File: src/logic/headphone_left_route_defs.vh
// Offsets, field positions, reset values and timing counts for the left headphone register bank.
`ifndef HEADPHONE_LEFT_ROUTE_DEFS_VH
`define HEADPHONE_LEFT_ROUTE_DEFS_VH

// ----------------------------------------------------------------------------
// Register offsets
// ----------------------------------------------------------------------------
`define RIGHT_DAC_TO_LEFT_HP_GAIN_OFS 8'h32
`define LEFT_HP_LEVEL_CONTROL_OFS 8'h33
`define LINE2_LEFT_TO_LEFT_COMMON_GAIN_OFS 8'h34
`define LEFT_PGA_TO_LEFT_COMMON_GAIN_OFS 8'h35
`define LEFT_DAC_TO_LEFT_COMMON_GAIN_OFS 8'h36
`define LINE2_RIGHT_TO_LEFT_COMMON_GAIN_OFS 8'h37
`define RIGHT_PGA_TO_LEFT_COMMON_GAIN_OFS 8'h38

// ----------------------------------------------------------------------------
// Field positions
// ----------------------------------------------------------------------------
`define ROUTE_BIT 7
`define GAIN_MSB 6
`define GAIN_LSB 0
`define LEVEL_MSB 7
`define LEVEL_LSB 4
`define UNMUTE_BIT 3
`define HIZ_DOWN_BIT 2
`define PENDING_BIT 1
`define POWER_UP_BIT 0

// ----------------------------------------------------------------------------
// Reset values
// ----------------------------------------------------------------------------
`define ROUTE_GAIN_RESET 8'h00
`define LEVEL_RESET 4'h0
`define UNMUTE_RESET 1'b0
`define HIZ_DOWN_RESET 1'b1
`define PENDING_RESET 1'b1
`define POWER_UP_RESET 1'b0
`define UNMAPPED_READ 8'h00

// ----------------------------------------------------------------------------
// Timing
// ----------------------------------------------------------------------------
`define CLOCK_MHZ 40
`define GAIN_STEP_NS 1000
`define GAIN_STEP_CYCLES ((`GAIN_STEP_NS * `CLOCK_MHZ) / 1000)

`endif

File: src/logic/route_gain_reg.v
// One routing-enable and 7-bit gain register with host write access.
`timescale 1ns/10ps

module route_gain_reg (
  // Clock and reset.
  input wire clock,
  input wire rst_b,
  // Host write strobe and data.
  input wire wr_hit,
  input wire [7:0] wdata,
  // Stored fields.
  output reg route_q,
  output reg [6:0] gain_q
);

`include "headphone_left_route_defs.vh"

  // Both fields reset to zero, so nothing is routed after power-on.
  always @(posedge clock) begin
    if (!rst_b) begin
      // Both fields take their share of the all-zero reset byte.
      route_q <= 1'b0;
      gain_q <= 7'h00;
    end else if (wr_hit) begin
      route_q <= wdata[`ROUTE_BIT];
      gain_q <= wdata[`GAIN_MSB:`GAIN_LSB];
    end
  end

endmodule

File: src/logic/gain_ramp.v
// Steps an applied gain code toward its programmed target and flags pending work.
`timescale 1ns/10ps

module gain_ramp #(
  parameter WIDTH = 7,
  parameter STEP_CYCLES = 40
) (
  // Clock and reset.
  input wire clock,
  input wire rst_b,
  // Programmed target code.
  input wire [WIDTH-1:0] target,
  // Applied code and pending flag.
  output reg [WIDTH-1:0] applied_q,
  output reg busy_q
);

  reg [15:0] tick_q;
  reg [WIDTH-1:0] applied_d;
  wire tick;

  assign tick = (tick_q == 16'h0000);

  // One code per step avoids audible zipper noise from large jumps.
  always @* begin
    applied_d = applied_q;
    if (tick && (applied_q < target)) begin
      applied_d = applied_q + {{(WIDTH-1){1'b0}}, 1'b1};
    end else if (tick && (applied_q > target)) begin
      applied_d = applied_q - {{(WIDTH-1){1'b0}}, 1'b1};
    end
  end

  // Busy starts high at reset and drops once applied matches target.
  always @(posedge clock) begin
    if (!rst_b) begin
      tick_q <= 16'h0000;
      applied_q <= {WIDTH{1'b0}};
      busy_q <= 1'b1;
    end else begin
      tick_q <= tick ? STEP_CYCLES[15:0] - 16'h0001 : tick_q - 16'h0001;
      applied_q <= applied_d;
      busy_q <= (applied_d != target);
    end
  end

endmodule

File: src/logic/headphone_left_route_regs.v
// Register bank for the left headphone driver and its companion driver.
`timescale 1ns/10ps

// The step count default below needs the timing macros before the header is parsed.
`include "headphone_left_route_defs.vh"

module headphone_left_route_regs #(
  parameter STEP_CYCLES = `GAIN_STEP_CYCLES
) (
  // Clock and reset.
  input wire clock,
  input wire rst_b,
  // Register port.
  input wire wr_en,
  input wire rd_en,
  input wire [7:0] addr,
  input wire [7:0] wdata,
  output reg [7:0] rdata_q,
  // Right converter path into the left headphone driver.
  output wire right_converter_path_route,
  output wire [6:0] right_converter_path_gain,
  output wire [6:0] right_converter_path_applied,
  // Left headphone driver controls and status.
  output reg [3:0] left_headphone_driver_level_q,
  output wire [3:0] left_headphone_driver_level_applied,
  output reg left_headphone_driver_unmute_q,
  output reg left_headphone_driver_hiz_down_q,
  output reg left_headphone_driver_power_up_q,
  output reg left_headphone_driver_pending_q,
  // Companion driver sources.
  output wire second_left_line_route,
  output wire [6:0] second_left_line_gain,
  output wire left_gain_stage_route,
  output wire [6:0] left_gain_stage_gain,
  output wire left_converter_path_route,
  output wire [6:0] left_converter_path_gain,
  output wire second_right_line_route,
  output wire [6:0] second_right_line_gain,
  output wire right_gain_stage_route,
  output wire [6:0] right_gain_stage_gain
);

  // ----------------------------------------------------------------------------
  // Address decode
  // ----------------------------------------------------------------------------

  function hit;
    input [7:0] a;
    input [7:0] ofs;
    begin
      hit = (a == ofs);
    end
  endfunction

  function [7:0] pack;
    input r;
    input [6:0] g;
    begin
      pack = {r, g};
    end
  endfunction

  wire wr_dac_r;
  wire wr_level;
  wire wr_line2_l;
  wire wr_pga_l;
  wire wr_dac_l;
  wire wr_line2_r;
  wire wr_pga_r;
  wire ramp_busy_gain;
  wire ramp_busy_level;

  // Write strobes, one per mapped register.
  assign wr_dac_r = wr_en && hit(addr, `RIGHT_DAC_TO_LEFT_HP_GAIN_OFS);
  assign wr_level = wr_en && hit(addr, `LEFT_HP_LEVEL_CONTROL_OFS);
  assign wr_line2_l = wr_en && hit(addr, `LINE2_LEFT_TO_LEFT_COMMON_GAIN_OFS);
  assign wr_pga_l = wr_en && hit(addr, `LEFT_PGA_TO_LEFT_COMMON_GAIN_OFS);
  assign wr_dac_l = wr_en && hit(addr, `LEFT_DAC_TO_LEFT_COMMON_GAIN_OFS);
  assign wr_line2_r = wr_en && hit(addr, `LINE2_RIGHT_TO_LEFT_COMMON_GAIN_OFS);
  assign wr_pga_r = wr_en && hit(addr, `RIGHT_PGA_TO_LEFT_COMMON_GAIN_OFS);

  // ----------------------------------------------------------------------------
  // Routing and gain registers
  // ----------------------------------------------------------------------------

  route_gain_reg u_dac_r (
    .clock(clock),
    .rst_b(rst_b),
    .wr_hit(wr_dac_r),
    .wdata(wdata),
    .route_q(right_converter_path_route),
    .gain_q(right_converter_path_gain)
  );

  route_gain_reg u_line2_l (
    .clock(clock),
    .rst_b(rst_b),
    .wr_hit(wr_line2_l),
    .wdata(wdata),
    .route_q(second_left_line_route),
    .gain_q(second_left_line_gain)
  );

  route_gain_reg u_pga_l (
    .clock(clock),
    .rst_b(rst_b),
    .wr_hit(wr_pga_l),
    .wdata(wdata),
    .route_q(left_gain_stage_route),
    .gain_q(left_gain_stage_gain)
  );

  route_gain_reg u_dac_l (
    .clock(clock),
    .rst_b(rst_b),
    .wr_hit(wr_dac_l),
    .wdata(wdata),
    .route_q(left_converter_path_route),
    .gain_q(left_converter_path_gain)
  );

  route_gain_reg u_line2_r (
    .clock(clock),
    .rst_b(rst_b),
    .wr_hit(wr_line2_r),
    .wdata(wdata),
    .route_q(second_right_line_route),
    .gain_q(second_right_line_gain)
  );

  route_gain_reg u_pga_r (
    .clock(clock),
    .rst_b(rst_b),
    .wr_hit(wr_pga_r),
    .wdata(wdata),
    .route_q(right_gain_stage_route),
    .gain_q(right_gain_stage_gain)
  );

  // ----------------------------------------------------------------------------
  // Level control register
  // ----------------------------------------------------------------------------

  // Level, mute, drive mode and power bits; the status bit is not writable.
  // The reserved level codes are stored as written; keeping them out is the host's job.
  always @(posedge clock) begin
    if (!rst_b) begin
      left_headphone_driver_level_q <= `LEVEL_RESET;
      left_headphone_driver_unmute_q <= `UNMUTE_RESET;
      left_headphone_driver_hiz_down_q <= `HIZ_DOWN_RESET;
      left_headphone_driver_power_up_q <= `POWER_UP_RESET;
    end else if (wr_level) begin
      left_headphone_driver_level_q <= wdata[`LEVEL_MSB:`LEVEL_LSB];
      left_headphone_driver_unmute_q <= wdata[`UNMUTE_BIT];
      left_headphone_driver_hiz_down_q <= wdata[`HIZ_DOWN_BIT];
      left_headphone_driver_power_up_q <= wdata[`POWER_UP_BIT];
    end
  end

  // ----------------------------------------------------------------------------
  // Gain application tracking
  // ----------------------------------------------------------------------------

  // Both the path gain and the output level ramp to their targets.
  gain_ramp #(
    .WIDTH(7),
    .STEP_CYCLES(STEP_CYCLES)
  ) u_ramp_gain (
    .clock(clock),
    .rst_b(rst_b),
    .target(right_converter_path_gain),
    .applied_q(right_converter_path_applied),
    .busy_q(ramp_busy_gain)
  );

  gain_ramp #(
    .WIDTH(4),
    .STEP_CYCLES(STEP_CYCLES)
  ) u_ramp_level (
    .clock(clock),
    .rst_b(rst_b),
    .target(left_headphone_driver_level_q),
    .applied_q(left_headphone_driver_level_applied),
    .busy_q(ramp_busy_level)
  );

  always @(posedge clock) begin
    if (!rst_b) begin
      left_headphone_driver_pending_q <= `PENDING_RESET;
    end else begin
      // The ramps see a new target one edge late, so a fresh mismatch is added directly.
      // This raises the status on the first edge after a write rather than on the second.
      left_headphone_driver_pending_q <= ramp_busy_gain | ramp_busy_level |
        (right_converter_path_applied != right_converter_path_gain) |
        (left_headphone_driver_level_applied != left_headphone_driver_level_q);
    end
  end

  // ----------------------------------------------------------------------------
  // Read path
  // ----------------------------------------------------------------------------

  // Read data is registered; it holds its value between reads.
  always @(posedge clock) begin
    if (!rst_b) begin
      rdata_q <= `UNMAPPED_READ;
    end else if (rd_en) begin
      case (addr)
        `RIGHT_DAC_TO_LEFT_HP_GAIN_OFS: begin
          rdata_q <= pack(right_converter_path_route, right_converter_path_gain);
        end
        `LEFT_HP_LEVEL_CONTROL_OFS: begin
          rdata_q <= {left_headphone_driver_level_q, left_headphone_driver_unmute_q,
                      left_headphone_driver_hiz_down_q, left_headphone_driver_pending_q,
                      left_headphone_driver_power_up_q};
        end
        `LINE2_LEFT_TO_LEFT_COMMON_GAIN_OFS: begin
          rdata_q <= pack(second_left_line_route, second_left_line_gain);
        end
        `LEFT_PGA_TO_LEFT_COMMON_GAIN_OFS: begin
          rdata_q <= pack(left_gain_stage_route, left_gain_stage_gain);
        end
        `LEFT_DAC_TO_LEFT_COMMON_GAIN_OFS: begin
          rdata_q <= pack(left_converter_path_route, left_converter_path_gain);
        end
        `LINE2_RIGHT_TO_LEFT_COMMON_GAIN_OFS: begin
          rdata_q <= pack(second_right_line_route, second_right_line_gain);
        end
        `RIGHT_PGA_TO_LEFT_COMMON_GAIN_OFS: begin
          rdata_q <= pack(right_gain_stage_route, right_gain_stage_gain);
        end
        default: begin
          rdata_q <= `UNMAPPED_READ;
        end
      endcase
    end
  end

endmodule

File: config.mk
export PLATFORM = sky130hd
export DESIGN_NAME = headphone_left_route_regs
export DESIGN_NICKNAME = d
export VERILOG_FILES = /design/src/logic/route_gain_reg.v /design/src/logic/gain_ramp.v /design/src/logic/headphone_left_route_regs.v
export VERILOG_INCLUDE_DIRS = /design/src /design/src/logic
export SDC_FILE = /design/constraint.sdc
export NUM_CORES = 1
export LEC_CHECK = 0
export BUFFER_PORTS_ARGS = -buffer_cell sky130_fd_sc_hd__buf_2
export CORE_MARGIN = 3
export CORE_UTILIZATION = 43
export CTS_BUF_LIST = sky130_fd_sc_hd__clkbuf_4 sky130_fd_sc_hd__clkbuf_8 sky130_fd_sc_hd__clkbuf_16
export DETAILED_ROUTE_END_ITERATION = 16
export PLACE_DENSITY_LB_ADDON = 0.12
export SYNTH_ARGS = -nofsm -noshare
export SYNTH_HDL_FRONTEND = slang
export SYNTH_SLANG_ARGS = --single-unit
File: constraint.sdc
create_clock -name clock -period 7.1 [get_ports clock]
set_clock_uncertainty 0.15 [all_clocks]
set_input_delay 0.355 -clock clock [delete_from_list [all_inputs] [get_ports clock]]
set_output_delay 0.355 -clock clock [all_outputs]
set_load 0.01 [all_outputs]
==> results.yml, run 1 <==
clock_network:
  tritoncts: "done"
  clock_latency_ps: 350
  clkTransAtPathRegs_ps: 70
  cts_hold_buffers: 0
  cts_sinks: 109
  postCtsSetupRepairBufs: 0
  cts_max_path_buffers: 2
  htree_levels: 3
  cts_buffers: 9
  clock-root-buffer: "clkbuf_16"
  cts_resized: 0
cells_and_area:
  drive_above_1_share_pct: 18.17
  most-common-layout-cells: "dfxtp_1 (109), buf_2 (94), nand2_1 (92)"
  antennaDiodeCount: 0
  reg_top3: "u_ramp_gain.tick_q: 16 flops, u_ramp_level.tick_q: 16 flops, rdata_q: 8 flops"
  finalNetCount: 788
  syn_to_final_growth_pct: 15.34
  multi_input_area_um2: 3113
  regArea_um2: 2182
  n_fill_cell: 1144
  fin_area_um2: 6359
  fin_cells: 922
  final_common_cell: "dfxtp_1"
synth:
  synthCells: 677
  synth_edf_count: 0
  synth_nets: 716
  synth-seq-cells: 109
  async_flop_share_pct: 0
  seq_area_frac_synth_pct: 39.58
  avgSynthCellArea_um2: 8.143
  synth.distinct_cells: 59
  ys_warn_count: 0
  synth_flop_cell: "dfxtp_1"
  mappedNetlistArea_um2: 5513
power:
  p_total_uw: 1765
  power_density_nw_per_um2: 277.6
  vdd_drop_max_mv: 0.1183
  p_leak_uw: 0.002449
die:
  dieHeight_um: 119.2
  placeableCoreArea_um2: 12260
  dieArea_um2: 14210
  initial_core_util_pct: 44.96
  top_level_ports: 95
  die_x_um: 119.2
  rows: 40
setup_path:
  crit_required_ps: 7170
  worst_r2r_path_depth: 9
  worstSetupPathType: "flip-flop to flip-flop"
  worstPathArrival_ps: 3200
  crit_path_max_fanout: 12
  worst_setup_path_end_kind: "flip-flop"
  startpoint_type: "flip-flop"
job:
  drv_cap: 0
route:
  route.vias.total: 5278
  totalWireLength_um: 15250
  ant_nets: 0
  drt-wirelength-per-cell_um: 16.53
  m1WireLength_um: 6855
  wl_met2_um: 7171
  drcViolationCount: 0
  first_pass_iters: 8
  dr_wl_met3_um: 976
  via_per_inst: 5.725
  drt-initial-drc-count: 528
  top_layer: "met4"
timing:
  hold_viol: 0
  fin_crit_ps: 3123
  timing.final.crit_share_pct: 43.98
  setup_viol: 0
  fmax_mhz: 320.3
  rsz0062_at_grt: "false"
  final_max_slew_viol_count: 0
  fin_tns_setup_ps: 0
  relSlewSlack_pct: 27.70
  worst_pin_slew_ps: 1084
global_route:
  antenna_found_initial: 0
  grt_pass1_wl_um: 24320
  grt_max_degree: 68
  overflow: 0
  first_global_vias: 4729
  grtUsageTotal_pct: 21.02
placement:
  placed_area_um2: 6081
  placed_cells: 906
  hpwl_um: 11010
  gp_congestion: 0.9060
  portBuffers: 94
outcome:
  outcome: "completed"
hold_path:
  hold_path.class: "input port to flip-flop"
  whs_path_depth: 3
logic make-up (layout without fill, tap and decap cells):
kind of cell | after synthesis | in the layout | share of synthesized area, %
simple gates | 290 | 290 | 26.37
compound gates | 155 | 155 | 17.93
flops | 109 | 109 | 39.58
buf+inv | 58 | 135 | 3.949
xor+xnor | 44 | 44 | 7.490
fa+ha+maj | 19 | 19 | 4.312
mux | 2 | 2 | 0.3632
synthesized netlist by cell type (2+ instances only):
cell type	count	share of area (%)
o21ai_0	15	1.4
nor3b_1	4	0.54
clkbuf_1	34	2.3
nor3_1	15	1.4
or4_1	2	0.27
nor4_1	14	1.6
nor2_1	50	3.4
o21ai_1	3	0.27
nor4_4	2	0.77
buf_1	2	0.14
or3_1	3	0.34
nand4_1	10	1.1
ha_1	19	4.3
nand2b_1	9	1.0
a31o_2	8	1.3
o2111ai_1	3	0.48
nand3_1	63	5.7
a31oi_1	4	0.45
inv_1	21	1.4
xor2_1	16	2.5
nand3b_1	4	0.54
a222oi_1	8	1.5
nand2_1	92	6.3
a21oi_1	80	7.3
a22oi_1	16	2.2
and3_1	5	0.57
mux2i_1	2	0.36
o22ai_1	2	0.23
xnor2_1	26	4.1
xnor3_1	2	0.82
nor3_2	5	0.91
and2_1	3	0.34
dfxtp_1	109	40
critical path, stage by stage (launching register included):
cell     delay [ps]
dfxtp_1         570
inv_1           180
ha_1            320
nand3_1         130
nor2_1          440
o31a_1          190
and3_1          150
or4bb_1         460
nor4_1          280
nand4_1         110
path summary, 6_finish.rpt:
path / end / slack [ps] / from
worst min-delay path: u_line2_r.route_q / 180 / wdata[7]
worst min register to register: left_headphone_driver_pending_q / 310 / u_ramp_gain.busy_q
worst max-delay path: u_ramp_gain.busy_q / 3980 / u_ramp_gain.applied_q[0]
worst max register to register: u_ramp_gain.busy_q / 3980 / u_ramp_gain.applied_q[0]
layer usage:
layer / vias to the layer above / track usage [%]
met5: - / 0
met3: 24 / 5.318
met2: 163 / 34.51
met1: 2530 / 27.63
met4: 0 / 5.286
li1: 2561 / -
report_power, final:
group	leakage (uW)	internal [uW]	switching (uW)
logic	0.00143	208	307
registers	0.000884	691	85.2
clock network	0.000134	246	227
total	0.00245	1150	620
per-stage QoR:
step	util [%]	hold slack, ps	setup slack (ps)
after global placement	49.59	305.8	4158
after floorplan	-	263.7	4252
final	51.86	178.3	3977
after global routing	51.86	178.1	3705
after CTS	51.86	157.8	3983
after detailed placement	49.59	279.4	4008
cell type report:
cell class / instances / share of cell area (%)
clock buffer: 10 / 3.758
clock inverter: 6 / 0.6100
inverter: 22 / 1.299
multi-input combinational: 510 / 48.96
sequential: 109 / 34.32
tap: 168 / 3.306
timing repair buffer: 97 / 7.753
No activity file was read; power rests on OpenSTA's default activity.
==> run 2, diff against run 1 <==
==> constraint.sdc (replaced) <==
create_clock -name clock -period 3.17 [get_ports clock]
set_clock_uncertainty 0.15 [all_clocks]
set_input_delay 0.1585 -clock clock [delete_from_list [all_inputs] [get_ports clock]]
set_output_delay 0.1585 -clock clock [all_outputs]
set_load 0.01 [all_outputs]
==> run 2 against run 1 <==
Net effect:
- clock power increased by 150%
- core utilization is 2.1 points higher
- sequential cell count did not move
- die area unchanged
- sequential share of layout area is 1.3 points lower
- final cell count rose by 2.9%
- register-to-register slack got worse by 3800 ps
- non-clock buffer count up 28
- critical path depth is the same
- maximum frequency up 5.6%
- sequential power is 120% higher
- setup slack got worse by 3800 ps
- critical endpoint unchanged
- largest cell class unchanged
==> results.yml, run 2 (synthesis results as in run 1) <==
outcome:
  outcome: "completed"
global_route:
  antenna_found_initial: 0
  grtUsageTotal_pct: 22.54
  overflow: 0
  grt_max_degree: 49
  grt_pass1_wl_um: 26250
  first_global_vias: 5152
clock_network:
  clock-root-buffer: "clkbuf_16"
  tritoncts: "done"
  cts_max_path_buffers: 2
  clock_latency_ps: 360
  cts_buffers: 9
  postCtsSetupRepairBufs: 0
  cts_resized: 0
  cts_sinks: 109
  clkTransAtPathRegs_ps: 80
  htree_levels: 3
timing:
  setup_viol: 0
  worst_pin_slew_ps: 881.9
  rsz0062_at_grt: "false"
  timing.final.crit_share_pct: 93.27
  fin_crit_ps: 2957
  holdWs_ps: 47.35
  final_max_slew_viol_count: 0
  hold_viol: 0
  relSlewSlack_pct: 41.12
  final_critical_path_setup_slack_ps: 213.3
  fin_tns_setup_ps: 0
  fmax_mhz: 338.2
route:
  first_pass_iters: 6
  drt-initial-drc-count: 436
  route.vias.total: 5337
  drt-wirelength-per-cell_um: 16.60
  totalWireLength_um: 15760
  ant_nets: 0
  via_per_inst: 5.624
  drcViolationCount: 0
power:
  p_leak_uw: 0.002604
  p_sw_uw: 1423
  power_frac_comb_pct: 29.2
  switching_share_pct: 34.58
  power_frac_clock_pct: 28.6
  p_int_uw: 2692
  vdd_drop_max_mv: 0.4232
  power_density_nw_per_um2: 621.8
  p_seq_share_pct: 42.2
die:
  die_x_um: 119.2
  dieHeight_um: 119.2
  initial_core_util_pct: 44.96
  rows: 40
  placeableCoreArea_um2: 12260
  dieArea_um2: 14210
  top_level_ports: 95
placement:
  dp_slack_ps: 229.1
  portBuffers: 94
  gp_congestion: 0.8747
  hpwl_um: 11390
setup_path:
  startpoint_type: "flip-flop"
  crit_top_cell: "nand4_1"
  crit_path_max_incr_delay_ps: 500
  crit_required_ps: 3260
  crit_path_max_fanout: 7
  crit_chain: "inv_1, ha_1, nand4_1, nor2_1, o31a_1, and3_1, or4bb_1, nor4_1, nand4_1"
  worstPathArrival_ps: 3040
  crit_family: "simple AND/OR/NAND/NOR gates"
  critPathBufInv: 1
  worstSetupPathType: "flip-flop to flip-flop"
  slowest_stage: "or4bb_1"
  worst_setup_path_end_kind: "flip-flop"
cells_and_area:
  finalNetCount: 816
  final_common_cell: "dfxtp_1"
  antennaDiodeCount: 0
  drive_above_1_share_pct: 19.85
  syn_to_final_growth_pct: 20.04
  utilization_pct: 53.97
  most-common-layout-cells: "dfxtp_1 (109), buf_2 (94), nand2_1 (92)"
  reg_top3: "u_ramp_gain.tick_q: 16 flops, u_ramp_level.tick_q: 16 flops, rdata_q: 8 flops"
hold_path:
  hold_path.class: "input port to flip-flop"
job:
  drv_cap: 0
[run 2: power groups by stage]
stage	logic, uW	clock network, uW	registers (uW)
4_1_cts	1210	1210	1740
3_3_place_gp	1150	0	1750
3_5_place_dp	1190	0	1770
2_1_floorplan	935	0	1730
6_report	1200	1180	1740
5_1_grt	1360	1260	1760
[run 2: final timing paths]
kind                            start                               to  slack [ps]  depth (start not counted)
hold / removal                  rd_en                       rdata_q[6]          50                          3
hold reg to reg   u_ramp_level.busy_q  left_headphone_driver_pending_q         320                          2
setup reg to reg    u_dac_r.gain_q[6]               u_ramp_gain.busy_q         210                          9
setup / recovery    u_dac_r.gain_q[6]               u_ramp_gain.busy_q         210                          9
[run 2: final cells by class]
cell class                      instances  area [um^2]
Fill cell                            1157         5644
Clock buffer                           10        239.0
Timing Repair Buffer                  125        725.7
Clock inverter                          5        65.06
Inverter                               22        82.58
Tap cell                              168        210.2
Multi-Input combinational cell        510         3113
Sequential cell                       109         2182
[run 2: layer usage]
metal	GRT usage, %	up-vias	part of all wire (%)
met2	37.27	161	48
met5	0	-	0
li1	-	2611	-
met1	29.41	2541	45
met4	6.445	0	1.5
met3	5.176	24	5.9
[run 2: worst reg2reg max path: stages, from the launching register on]
cell and delay, ps:
dfxtp_1 330, inv_1 70, ha_1 330, nand4_1 250, nor2_1 490, o31a_1 190
and3_1 140, or4bb_1 500, nor4_1 290, nand4_1 110
[run 2: repair_timing]
item                       4_1_cts  5_1_grt
hold buffers                     9        0
setup endpoints to repair        0        0
hold endpoints to repair        54        0
[run 2: through the flow]
stage	power [uW]	instances	area, um^2
after floorplan	2666	677	5513
after global placement	2909	925	6223
after detailed placement	2953	925	6223
after CTS	4152	949	6618
after global routing	4383	949	6618
final	4115	949	6618
==> run 3, diff against run 2 <==
--- a/config.mk
+++ b/config.mk
@@ -7,8 +7,10 @@
 export NUM_CORES = 1
 export LEC_CHECK = 0
 export BUFFER_PORTS_ARGS = -buffer_cell sky130_fd_sc_hd__buf_2
+export CELL_PAD_IN_SITES_DETAIL_PLACEMENT = 1
+export CELL_PAD_IN_SITES_GLOBAL_PLACEMENT = 2
 export CORE_MARGIN = 3
-export CORE_UTILIZATION = 43
+export CORE_UTILIZATION = 33
 export CTS_BUF_LIST = sky130_fd_sc_hd__clkbuf_4 sky130_fd_sc_hd__clkbuf_8 sky130_fd_sc_hd__clkbuf_16
 export DETAILED_ROUTE_END_ITERATION = 16
 export PLACE_DENSITY_LB_ADDON = 0.12
==> run 3 against run 2 <==
Net effect:
- routed wire length is 19% higher
- final cell count is 5.8% higher
- maximum frequency is 0.49% higher
- core utilization is 12 points lower
- die area is 29% higher
- largest cell class unchanged
- largest power group unchanged
- highest routed layer unchanged
==> results.yml, run 3 (synthesis results as in run 1) <==
clock_network:
  cts_sinks: 109
  htree_levels: 3
  tritoncts: "done"
  clock_latency_ps: 350
  postCtsSetupRepairBufs: 0
  cts_buffers: 9
  clkTransAtPathRegs_ps: 70
  clock-root-buffer: "clkbuf_16"
  cts_max_path_buffers: 2
hold_path:
  min-delay-start: "rd_en"
  whs_path_depth: 3
  hold_path.class: "input port to flip-flop"
  hold_path_end: "rdata_q[2]"
setup_path:
  critPathBufInv: 1
  worstSetupPathType: "flip-flop to flip-flop"
  worst_setup_path_end_kind: "flip-flop"
  r2r-end: "u_ramp_gain.busy_q"
  crit_path_max_incr_delay_ps: 480
  rrSetupSlack_ps: 230
  crit_chain: "inv_1, ha_1, nand4_1, nor2_1, o31a_1, and3_1, or4bb_1, nor4_1, nand4_1"
  worstPathArrival_ps: 3020
  worst_r2r_path_depth: 9
  crit_required_ps: 3250
  startpoint_type: "flip-flop"
  reg2reg_from: "u_dac_r.gain_q[6]"
  startpoint: "u_dac_r.gain_q[6]"
  crit_family: "simple AND/OR/NAND/NOR gates"
  crit_path_max_fanout: 7
  slowest_stage: "nor2_1"
  crit_top_cell: "nand4_1"
timing:
  setup_viol: 0
  fmax_mhz: 339.9
  final_critical_path_setup_slack_ps: 227.6
  hold_viol: 0
  final_max_slew_viol_count: 0
  fin_crit_ps: 2942
  worst_pin_slew_ps: 920.8
  holdWs_ps: 85.71
  relSlewSlack_pct: 38.61
  timing.final.crit_share_pct: 92.82
power:
  vdd_drop_max_mv: 0.2680
  p_total_uw: 4116
  power_density_nw_per_um2: 613.9
  p_leak_uw: 0.002625
global_route:
  overflow: 0
  grtUsageTotal_pct: 20.31
  grt_max_degree: 80
  grt_pass1_wl_um: 29830
  first_global_vias: 5543
  antenna_found_initial: 0
die:
  placeableCoreArea_um2: 16120
  dieArea_um2: 18290
  rows: 46
  die_x_um: 135.3
  dieHeight_um: 135.3
  top_level_ports: 95
  initial_core_util_pct: 34.21
placement:
  hpwl_um: 13730
  placed_cells: 979
  gp_congestion: 0.8063
  dp_slack_ps: 227.4
  portBuffers: 94
job:
  drv_cap: 0
cells_and_area:
  final_common_cell: "dfxtp_1"
  syn_to_final_growth_pct: 21.63
  most-common-layout-cells: "dfxtp_1 (109), buf_2 (94), nand2_1 (92)"
  antennaDiodeCount: 0
  finalNetCount: 822
  fin_cells: 1004
  drive_above_1_share_pct: 20.69
  reg_top3: "u_ramp_gain.tick_q: 16 flops, u_ramp_level.tick_q: 16 flops, rdata_q: 8 flops"
route:
  first_pass_iters: 4
  drt-initial-drc-count: 233
  route.vias.total: 5451
  ant_nets: 0
  totalWireLength_um: 18680
  drcViolationCount: 0
  via_per_inst: 5.429
  drt-wirelength-per-cell_um: 18.60
outcome:
  outcome: "completed"
-- run 3: changes by cell type in the layout (fill, tap and decap cells not counted), sizes merged --
cell	before	now
bufinv	1	0
buf	116	122
clkinv	0	4
clkinvlp	0	1
clkbuf	10	11
inv	26	22
-- run 3: area by class of cell --
cell class	instances	area, um^2
fillers	1971	9410
multi-input cells	510	3117
flip-flops and latches	109	2182
repair buffers	131	770.7
well taps	216	270.3
clock buffers	11	246.5
inverters	22	83.83
clock inverters	5	35.03
-- run 3: per-layer routing --
layer	vias up	GRT usage [%]	share of wire (%)
li1	2636	-	-
met1	2698	26.01	46
met2	98	34.90	49
met3	19	4.866	4.1
met4	0	4.255	1.1
met5	-	0	0
-- run 3: worst register-to-register path, cell delays in order, from the launching register on --
cell and delay (ps):
dfxtp_1 340, inv_1 90, ha_1 340, nand4_1 210
nor2_1 480, o31a_1 200, and3_1 150, or4bb_1 480
nor4_1 270, nand4_1 100
-- run 3: how the worst max path moves through the flow --
stage	to	slack [ps]	cells after the start
2_1_floorplan	u_ramp_gain.busy_q	320	10
3_3_place_gp	u_ramp_gain.busy_q	290	9
3_5_place_dp	u_ramp_gain.busy_q	230	9
4_1_cts	u_ramp_gain.busy_q	190	9
5_1_grt	u_ramp_gain.busy_q	-8	9
6_report	u_ramp_gain.busy_q	230	9
-- run 3: per-stage QoR --
step                util [%]  TNS (ps)  cell area [um^2]
finish                 41.61         0              6705
global route           41.61    -7.975              6705
CTS                    41.58         0              6701
detailed placement     39.28         0              6330
global placement       39.28         0              6330
floorplan                  -         0              5513
-- run 3: report_power, final --
part	internal (uW)	switching, uW
clock network	566	535
registers	1550	199
logic	526	742
-- run 3: repair_timing --
item / CTS / global route
hold endpoints to repair: 51 / 0
hold buffers: 9 / 0
resized for setup: 0 / 1
endpoints found under the setup margin: 0 / 1
